===== config.mk =====
export PLATFORM = sky130hd
export DESIGN_NAME = rtc_calendar_alarm_regs
export DESIGN_NICKNAME = d
export VERILOG_FILES = /design/src/logic/rtc_pkg.sv /design/src/logic/rtc_calendar_alarm_regs.sv
export VERILOG_INCLUDE_DIRS = /design/src /design/src/logic
export SDC_FILE = /design/constraint.sdc
export NUM_CORES = 1
export LEC_CHECK = 0
export BUFFER_PORTS_ARGS = -buffer_cell sky130_fd_sc_hd__buf_2
export CORE_UTILIZATION = 45
export CTS_CLUSTER_DIAMETER = 50
export DETAILED_ROUTE_END_ITERATION = 8
export HOLD_SLACK_MARGIN = 0.06
export PLACE_DENSITY = 0.69
export SETUP_SLACK_MARGIN = 0.1
export SYNTH_ARGS = -nofsm -noshare
export SYNTH_HDL_FRONTEND = slang
export SYNTH_SLANG_ARGS = --single-unit

===== constraint.sdc =====
create_clock -name clock -period 2.9 [get_ports clock]
set_input_delay 0.29 -clock clock [delete_from_list [all_inputs] [get_ports clock]]
set_output_delay 0.29 -clock clock [all_outputs]
set_load 0.005 [all_outputs]

===== src/logic/rtc_defines.svh =====
// Register offsets, reset values, field positions and counts of the RTC
`ifndef RTC_DEFINES_SVH
`define RTC_DEFINES_SVH

// Byte offsets on the register bus
`define OFF_INIT_KEY       8'h00
`define OFF_ACCESS_PW      8'h04
`define OFF_FREQ_TRIM      8'h08
`define OFF_TIME_LOAD      8'h0C
`define OFF_CAL_LOAD       8'h10
`define OFF_HOUR_FMT       8'h14
`define OFF_WEEKDAY        8'h18
`define OFF_TIME_ALARM     8'h1C
`define OFF_CAL_ALARM      8'h20
`define OFF_LEAP_YEAR      8'h24
`define OFF_IRQ_ENABLE     8'h28
`define OFF_IRQ_FLAG       8'h2C
`define OFF_TICK_SEL       8'h30

// Keys
`define INIT_KEY           32'hA5EB1357
`define ACCESS_PASSWORD    16'hA965

// Reset values
`define RST_FREQ_TRIM      12'h700
`define RST_CAL_LOAD       24'h050101
`define RST_HOUR_FMT       1'b1
`define RST_WEEKDAY        3'h6

// Implemented bits of the stored fields
`define TRIM_MASK          12'hF3F
`define TIME_MASK          22'h3F7F7F
`define CAL_MASK           24'hFF1F3F

// Field positions
`define OPEN_BIT           16
`define TICK_BIT           1
`define ALARM_BIT          0

// Bus answers
`define RESP_OKAY          2'h0
`define RESP_SLVERR        2'h2

// Counts in RTC clocks
`define RTC_HZ             32768
`define ACCESS_WINDOW      512
`define WRITE_DELAY        2

`endif


===== src/logic/rtc_pkg.sv =====
// Bus carrier types of the RTC
package rtc_pkg;

  typedef struct packed {
    logic        awvalid;
    logic [7:0]  awaddr;
    logic        wvalid;
    logic [31:0] wdata;
    logic [3:0]  wstrb;
    logic        bready;
    logic        arvalid;
    logic [7:0]  araddr;
    logic        rready;
  } axi_req_s;

  typedef struct packed {
    logic        awready;
    logic        wready;
    logic        bvalid;
    logic [1:0]  bresp;
    logic        arready;
    logic        rvalid;
    logic [31:0] rdata;
    logic [1:0]  rresp;
  } axi_rsp_s;

endpackage


===== src/logic/rtc_calendar_alarm_regs.sv =====
// Real-time clock with calendar, alarm, tick and gated register access
// Functional notes
// - Trim and alarm registers read as zero unless access is open.
// - Password field is write-only; magic value opens, other values close.
// - Access opens on password, closes after 512 RTC clocks or bad value.
// - Integer trim lives in bits 11:8, code stored with bits 7:6 cleared.
// - Time register holds BCD hour, minute, second digits at fixed fields.
// - Calendar register holds BCD year, month, day digits at fixed fields.
// - Bit 0 picks 24-hour or 12-hour scale; PM adds 20.
// - Weekday counts 0 Sunday to 6 Saturday, then wraps.
// - Time alarm uses the time register digit layout.
// - Calendar alarm uses the calendar register digit layout.
// - Read-only bit 0 shows whether current year is leap.
// - Enable bit 1 gates tick, bit 0 gates alarm.
// - Enabled tick sets its flag at the selected period.
// - Enabled alarm sets its flag when time and calendar match.
// - Tick select 0 gives 1 s, halving per step to 1/128 s.
// - Register writes land two RTC clocks after the bus write.
// - Block held in reset until init key written, then active until rst_n is asserted.
//
// Implementation choice: register access over AXI4-Lite.
`timescale 1ns/1ps
`include "rtc_defines.svh"

module rtc_calendar_alarm_regs #(
  parameter int RTC_HZ    = `RTC_HZ,
  parameter int OPEN_CLKS = `ACCESS_WINDOW
) (
  // Clock and reset
  input  wire logic             clock,
  input  wire logic             rst_n,
  input  wire logic             ce,
  // RTC crystal clock, sampled as a pin
  input  wire logic             rtc_clk_pin,
  // Register bus
  input  wire rtc_pkg::axi_req_s bus_req,
  output wire rtc_pkg::axi_rsp_s bus_rsp,
  // Interrupt request
  output wire logic             irq
);

  localparam int CW = $clog2(RTC_HZ);
  localparam int OW = $clog2(OPEN_CLKS) + 1;

  typedef struct packed {
    logic [2:0]        sync;
    logic              pend;
    logic [7:0]        p_addr;
    logic [31:0]       p_data;
    logic [3:0]        p_strb;
    logic [1:0]        p_cnt;
    rtc_pkg::axi_rsp_s rsp;
    logic              active;
    logic              open;
    logic [OW-1:0]     open_cnt;
    logic [11:0]       trim;
    logic [21:0]       tload;
    logic [23:0]       cload;
    logic              fmt;
    logic [2:0]        wday;
    logic [21:0]       talarm;
    logic [23:0]       calarm;
    logic [1:0]        ien;
    logic [1:0]        flg;
    logic [2:0]        tsel;
    logic [CW-1:0]     sec_cnt;
    logic [CW-1:0]     tick_cnt;
    logic              irq;
  } st_s;

  localparam st_s RST = '{
    trim:    `RST_FREQ_TRIM,
    cload:   `RST_CAL_LOAD,
    fmt:     `RST_HOUR_FMT,
    wday:    `RST_WEEKDAY,
    default: '0
  };

  st_s  s_q;
  st_s  s_d;
  logic rtc_edge;
  logic apply;
  logic sec_step;
  logic day_roll;
  logic tick_set;
  logic alarm_set;

  function automatic logic [7:0] bcd_inc(input logic [7:0] v);
    return (v[3:0] == 4'h9) ? {v[7:4] + 4'h1, 4'h0}
                            : {v[7:4], v[3:0] + 4'h1};
  endfunction

  // Years are 20xY, so divisible-by-four is the whole test
  function automatic logic leap_year(input logic [7:0] y);
    if (y[4])
      return (y[3:0] == 4'h2) || (y[3:0] == 4'h6);
    return (y[3:0] == 4'h0) || (y[3:0] == 4'h4) || (y[3:0] == 4'h8);
  endfunction

  function automatic logic [7:0] month_end(input logic [7:0] mo,
                                           input logic       lp);
    case (mo)
      8'h02:                      return lp ? 8'h29 : 8'h28;
      8'h04, 8'h06, 8'h09, 8'h11: return 8'h30;
      default:                    return 8'h31;
    endcase
  endfunction

  function automatic logic [7:0] hour_next(input logic [7:0] h,
                                           input logic       f);
    if (f)
      return (h == 8'h23) ? 8'h00 : bcd_inc(h);
    case (h)
      8'h11:   return 8'h32;
      8'h31:   return 8'h12;
      8'h12:   return 8'h01;
      8'h32:   return 8'h21;
      default: return bcd_inc(h);
    endcase
  endfunction

  function automatic logic mapped(input logic [7:0] a);
    return (a <= `OFF_TICK_SEL) && (a[1:0] == 2'h0);
  endfunction

  // Gated reads hide trim, alarms and tick select while closed
  function automatic logic [31:0] reg_val(input st_s        s,
                                          input logic [7:0] a,
                                          input logic       gate);
    logic hide;
    hide = gate && !s.open;
    case (a)
      `OFF_INIT_KEY:   return {31'h0, s.active};
      `OFF_ACCESS_PW:  return {15'h0, s.open, 16'h0};
      `OFF_FREQ_TRIM:  return hide ? 32'h0 : {20'h0, s.trim};
      `OFF_TIME_LOAD:  return {10'h0, s.tload};
      `OFF_CAL_LOAD:   return {8'h0, s.cload};
      `OFF_HOUR_FMT:   return {31'h0, s.fmt};
      `OFF_WEEKDAY:    return {29'h0, s.wday};
      `OFF_TIME_ALARM: return hide ? 32'h0 : {10'h0, s.talarm};
      `OFF_CAL_ALARM:  return hide ? 32'h0 : {8'h0, s.calarm};
      `OFF_LEAP_YEAR:  return {31'h0, leap_year(s.cload[23:16])};
      `OFF_IRQ_ENABLE: return {30'h0, s.ien};
      `OFF_IRQ_FLAG:   return {30'h0, s.flg};
      `OFF_TICK_SEL:   return hide ? 32'h0 : {29'h0, s.tsel};
      default:         return 32'h0;
    endcase
  endfunction

  assign rtc_edge = s_q.sync[1] & ~s_q.sync[2];
  assign apply    = s_q.pend && rtc_edge &&
                    (s_q.p_cnt == 2'(`WRITE_DELAY - 1));
  assign sec_step = rtc_edge && s_q.active &&
                    (s_q.sec_cnt == CW'(RTC_HZ - 1));

  always_comb begin
    logic [7:0]  s8;
    logic [7:0]  m8;
    logic [7:0]  h8;
    logic [7:0]  d8;
    logic [7:0]  mo8;
    logic [7:0]  y8;
    logic [31:0] msk;
    logic [31:0] nv;
    logic        wok;
    s8        = {1'b0, s_q.tload[6:0]};
    m8        = {1'b0, s_q.tload[14:8]};
    h8        = {2'b0, s_q.tload[21:16]};
    d8        = {2'b0, s_q.cload[5:0]};
    mo8       = {3'b0, s_q.cload[12:8]};
    y8        = s_q.cload[23:16];
    msk       = {{8{s_q.p_strb[3]}}, {8{s_q.p_strb[2]}},
                 {8{s_q.p_strb[1]}}, {8{s_q.p_strb[0]}}};
    nv        = (reg_val(s_q, s_q.p_addr, 1'b0) & ~msk) |
                (s_q.p_data & msk);
    wok       = s_q.active && (s_q.open ||
                (s_q.p_addr == `OFF_ACCESS_PW) ||
                (s_q.p_addr == `OFF_HOUR_FMT) ||
                (s_q.p_addr == `OFF_IRQ_ENABLE) ||
                (s_q.p_addr == `OFF_IRQ_FLAG));
    day_roll  = 1'b0;
    tick_set  = 1'b0;
    alarm_set = 1'b0;
    s_d       = s_q;
    s_d.sync  = {s_q.sync[1:0], rtc_clk_pin};

    // Write channel: address and data are taken together
    s_d.rsp.awready = 1'b0;
    s_d.rsp.wready  = 1'b0;
    if (s_q.rsp.bvalid && bus_req.bready)
      s_d.rsp.bvalid = 1'b0;
    if (s_q.rsp.awready && bus_req.awvalid && bus_req.wvalid) begin
      s_d.rsp.bvalid = 1'b1;
      s_d.rsp.bresp  = mapped(bus_req.awaddr) ? `RESP_OKAY : `RESP_SLVERR;
      if (mapped(bus_req.awaddr)) begin
        s_d.pend   = 1'b1;
        s_d.p_addr = bus_req.awaddr;
        s_d.p_data = bus_req.wdata;
        s_d.p_strb = bus_req.wstrb;
        s_d.p_cnt  = 2'h0;
      end
    end else if (bus_req.awvalid && bus_req.wvalid && !s_q.pend &&
                 !s_q.rsp.bvalid) begin
      // One write in flight; the next waits for the RTC side
      s_d.rsp.awready = 1'b1;
      s_d.rsp.wready  = 1'b1;
    end

    // Read channel
    s_d.rsp.arready = 1'b0;
    if (s_q.rsp.rvalid && bus_req.rready)
      s_d.rsp.rvalid = 1'b0;
    if (s_q.rsp.arready && bus_req.arvalid) begin
      s_d.rsp.rvalid = 1'b1;
      s_d.rsp.rdata  = reg_val(s_q, bus_req.araddr, 1'b1);
      s_d.rsp.rresp  = mapped(bus_req.araddr) ? `RESP_OKAY : `RESP_SLVERR;
    end else if (bus_req.arvalid && !s_q.rsp.rvalid)
      s_d.rsp.arready = 1'b1;

    // Access window closes by itself
    if (rtc_edge && s_q.open) begin
      s_d.open_cnt = s_q.open_cnt + OW'(1);
      if (s_q.open_cnt == OW'(OPEN_CLKS - 1))
        s_d.open = 1'b0;
    end

    if (rtc_edge && s_q.active) begin
      s_d.sec_cnt = s_q.sec_cnt + CW'(1);
      // Greater-or-equal survives a shorter period chosen mid-count
      if (s_q.tick_cnt >= CW'((RTC_HZ >> s_q.tsel) - 1)) begin
        s_d.tick_cnt = '0;
        tick_set     = s_q.ien[`TICK_BIT];
      end else
        s_d.tick_cnt = s_q.tick_cnt + CW'(1);
    end

    if (sec_step) begin
      s_d.sec_cnt = '0;
      if (s8 == 8'h59) begin
        s8 = 8'h00;
        if (m8 == 8'h59) begin
          m8       = 8'h00;
          day_roll = s_q.fmt ? (h8 == 8'h23) : (h8 == 8'h31);
          h8       = hour_next(h8, s_q.fmt);
        end else
          m8 = bcd_inc(m8);
      end else
        s8 = bcd_inc(s8);
      if (day_roll) begin
        if (d8 == month_end(mo8, leap_year(y8))) begin
          d8 = 8'h01;
          if (mo8 == 8'h12) begin
            mo8 = 8'h01;
            y8  = (y8 == 8'h99) ? 8'h00 : bcd_inc(y8);
          end else
            mo8 = bcd_inc(mo8);
        end else
          d8 = bcd_inc(d8);
        s_d.wday = (s_q.wday == 3'h6) ? 3'h0 : s_q.wday + 3'h1;
      end
      s_d.tload = {h8[5:0], 1'b0, m8[6:0], 1'b0, s8[6:0]};
      s_d.cload = {y8, 3'h0, mo8[4:0], 2'h0, d8[5:0]};
      alarm_set = s_q.ien[`ALARM_BIT] &&
                  (s_d.tload == s_q.talarm) &&
                  (s_d.cload == s_q.calarm);
    end

    // Delayed register update; a load overrides the count
    if (s_q.pend && rtc_edge)
      s_d.p_cnt = s_q.p_cnt + 2'h1;
    if (apply) begin
      s_d.pend = 1'b0;
      case (s_q.p_addr)
        `OFF_INIT_KEY:
          if (nv == `INIT_KEY)
            s_d.active = 1'b1;
        `OFF_ACCESS_PW:
          if (wok) begin
            s_d.open     = (nv[15:0] == `ACCESS_PASSWORD);
            s_d.open_cnt = '0;
          end
        `OFF_FREQ_TRIM:
          if (wok)
            s_d.trim = nv[11:0] & `TRIM_MASK;
        `OFF_TIME_LOAD:
          if (wok)
            s_d.tload = nv[21:0] & `TIME_MASK;
        `OFF_CAL_LOAD:
          if (wok)
            s_d.cload = nv[23:0] & `CAL_MASK;
        `OFF_HOUR_FMT:
          if (wok)
            s_d.fmt = nv[0];
        `OFF_WEEKDAY:
          if (wok)
            s_d.wday = nv[2:0];
        `OFF_TIME_ALARM:
          if (wok)
            s_d.talarm = nv[21:0] & `TIME_MASK;
        `OFF_CAL_ALARM:
          if (wok)
            s_d.calarm = nv[23:0] & `CAL_MASK;
        `OFF_IRQ_ENABLE:
          if (wok)
            s_d.ien = nv[1:0];
        `OFF_IRQ_FLAG:
          if (wok)
            s_d.flg = s_q.flg &
                      ~(s_q.p_data[1:0] & {2{s_q.p_strb[0]}});
        `OFF_TICK_SEL:
          if (wok)
            s_d.tsel = nv[2:0];
        default: ;
      endcase
    end

    // Hardware set wins over a clear in the same cycle
    if (tick_set)
      s_d.flg[`TICK_BIT] = 1'b1;
    if (alarm_set)
      s_d.flg[`ALARM_BIT] = 1'b1;
    s_d.irq = |(s_d.flg & s_d.ien);
  end

  always_ff @(posedge clock or negedge rst_n) begin
    if (!rst_n)
      s_q <= RST;
    else if (ce)
      s_q <= s_d;
  end

  assign bus_rsp = s_q.rsp;
  assign irq     = s_q.irq;
endmodule


==> results_dict.tcl <==
set metrics [dict create \
    antenna_found_initial 4 \
    die_h_um 182 \
    core_area_mm2 0.0316 \
    cts_tree "built" \
    fmax_mhz 310 \
    grt_pass1_wl_um 92100 \
    rsz0062_at_grt "true" \
    cap_violations 0 \
    crit_buf_inv 3 \
    ios 103 \
    fin_worst_skew_ns 0.0201 \
    cp_max_fo 4 \
    yosys_warnings 0 \
    cp_data_arrival_time_ns 3.66 \
    hold_path.class "input pin to flip-flop" \
    cts.sinks 229 \
    seq_area_frac_synth 0.396 \
    synth_cell_types 90 \
    fin_crit_ns 3.23 \
    drive_above_1_share 0.303 \
    setup_tns_ns -0.719 \
    cp_common_cell "nor4_4" \
    cp_slowest_stage_delay_ns 0.39 \
    postLayoutSetupSlackWorst_ns -0.327 \
    grt.total_usage 0.372 \
    syn_area_mm2 0.0145 \
    dieArea_mm2 0.0329 \
    drc 5 \
    worstSetupEndpointType "flip-flop" \
    start_util 0.458 \
    critPathKind "flip-flop to flip-flop" \
    grt_pass1_vias 15000 \
    rows 65 \
    violations "DRC, setup timing" \
    cp.required_ns 3.34 \
    routed_wl_um 61900 \
    vias_per_cell 6.16 \
    crit_family "simple AND/OR/NAND/NOR gates" \
    root_buffer "clkbuf_16" \
    diodes 0 \
    portBuffers 92 \
    num_vias 15800 \
    synth.avg_cell_area_um2 8.33 \
    drt-initial-drc-count 2114 \
    status "finished with violations" \
    p_per_area_mw_per_mm2 420 \
    die_w_um 182 \
    cts_made_buffers 35 \
    synthFlopType "dfrtp_1" \
    finalSetupViolations 5 \
    drtPass1Iterations 9 \
    gp_congestion 1.07 \
    synth_enable_flop_cells 0 \
    final_util 0.627 \
    clock_path_buffers 3 \
    clk_latency_ns 0.52 \
    async_flop_share 1.00 \
    area_growth_syn_to_layout_pct 36.7 \
    crit_slowest_cell "dfrtp_1" \
    slew-limit-headroom 0.341 \
    ys_ff_latch 229 \
    finalHoldViolCount 0 \
    overflow 0 \
    layout.nets 2223 \
    wl_per_cell_um 24.2 \
    finalCritPeriodShare 1.11 \
    cts_htree_levels 2 \
    max_slew.worst_pin.slew_ns 0.975 \
    startpoint_type "flip-flop" \
    crit_chain "inv_2, ha_4, nand3b_1, buf_6, nor4_4, buf_4, nand3_2, mux2i_2, a221oi_2, o2111a_1, o2111ai_2, nor4_4, nand4_1, a31oi_1" \
    grt_max_degree 82 \
    antenna_left 0 \
    path_clk_slew_ns 0.06 \
    slew_viol_final 0 \
    p_leak_nw 8.94 \
    syn_inst 1740 \
    ir_drop_uv 346 \
    dp_hpwl_um 45800 \
]
==> worst paths after layout <==
| path | from | end | slack, ns | cells past startpoint |
|---|---|---|---|---|
| worst max-delay path | s_q[113] | irq | -0.33 | 14 |
| worst min register to register | bus_rsp[12] | bus_rsp[12] | 0.47 | 2 |
| worst min-delay path | bus_req[9] | bus_rsp[35] | 0.16 | 4 |
| worst max register to register | s_q[113] | irq | -0.33 | 14 |
| max in group asynchronous | rst_n | s_q[112] | 1.70 | 3 |
| min in group asynchronous | rst_n | s_q[29] | 0.32 | 2 |
==> registers in the layout, summed over array words and instances, names as in the netlist <==
signal,count
bus_rsp,30
irq,1
s_d,2
s_q,196
==> layer usage <==
metal / wire length [um] / track usage / vias to the layer above
li1: - / - / 7051
met3: 6330 / 0.0768 / 214
met1: 26100 / 0.513 / 7580
met2: 25900 / 0.558 / 932
met4: 3500 / 0.179 / 0
met5: 0 / 0 / -
==> cell usage in the layout, fill, tap and decap left out, types with 39 or more instances in the layout <==
master	n
a22oi_1	47
nor2_1	99
dfrtp_1	216
a21oi_1	63
buf_4	332
nand2_1	332
nand3_1	55
dlygate4sd3_1	44
buf_2	91
o21ai_0	163
inv_1	39
==> synth_stat cells, drive strengths merged, types with 23 or more instances <==
cell / count / area, um2
xor2: 29 / 254
nor2: 109 / 417
clkbuf: 87 / 327
nand4: 25 / 163
and2: 25 / 156
a22oi: 47 / 353
buf: 65 / 428
nor4: 23 / 171
nand2: 336 / 1260
inv: 43 / 161
nand3: 60 / 300
a21oi: 65 / 325
a222oi: 34 / 340
dfrtp: 219 / 5480
a22o: 23 / 201
nor3: 33 / 181
o21ai: 186 / 931
xnor2: 31 / 272
ha: 27 / 338
==> cells by family (layout without fill, tap and decap cells) <==
group	Yosys count	after routing	synth area share
AND/OR/NAND/NOR	718	718	0.238
XOR/XNOR	60	60	0.0362
multiplexers	27	27	0.0204
AO/OA/AOI/OAI	482	482	0.222
adder cells (fa/ha/maj)	27	27	0.0233
buffers and inverters	196	605	0.0634
flip-flops	229	229	0.396
other	1	10	0.000259
==> layout make-up <==
type / count / area [um2]
sequential: 229 / 5750
tap: 402 / 503
clock inverter: 23 / 218
inverter: 44 / 165
timing repair buffer: 501 / 3870
multi-input combinational: 1324 / 8450
clock buffer: 37 / 883
fill: 2675 / 11800
==> per-stage QoR <==
stage / setup WS (ns) / total power [mW] / hold WS, ns / instances / cell area (um2)
after floorplan: 0.0255 / 3.73 / -0.00559 / 1749 / 14700
after global placement: -0.432 / 4.20 / 0.309 / 2420 / 17400
after detailed placement: -0.402 / 4.20 / 0.317 / 2420 / 17400
after CTS: -0.271 / 8.30 / 0.144 / 2541 / 19300
after global routing: -0.441 / 8.57 / 0.185 / 2560 / 19800
final: -0.327 / 8.33 / 0.159 / 2560 / 19800
==> repair_timing <==
| action | 4_1_cts | 5_1_grt |
|---|---|---|
| gates resized for setup | 54 | 84 |
| hold buffers | 44 | 0 |
| pin swaps | 27 | 40 |
| endpoints found under the setup margin | 20 | 29 |
| setup buffers | 18 | 20 |
| hold endpoints to repair | 115 | 0 |
==> tightest hold or removal path: stages <==
cell	delay (ns)
buf_2	0.10
nand2_1	0.05
nor3_1	0.04
a21o_1	0.14
==> power by group <==
group          switching [mW]  leakage, nW  internal (mW)  total, mW
clock                    1.66        0.534           2.36       4.01
sequential             0.0713         3.04           3.27       3.34
combinational           0.565         5.37          0.406      0.971
total                    2.30         8.94           6.03       8.33
Power figures use the tool's default switching activity.
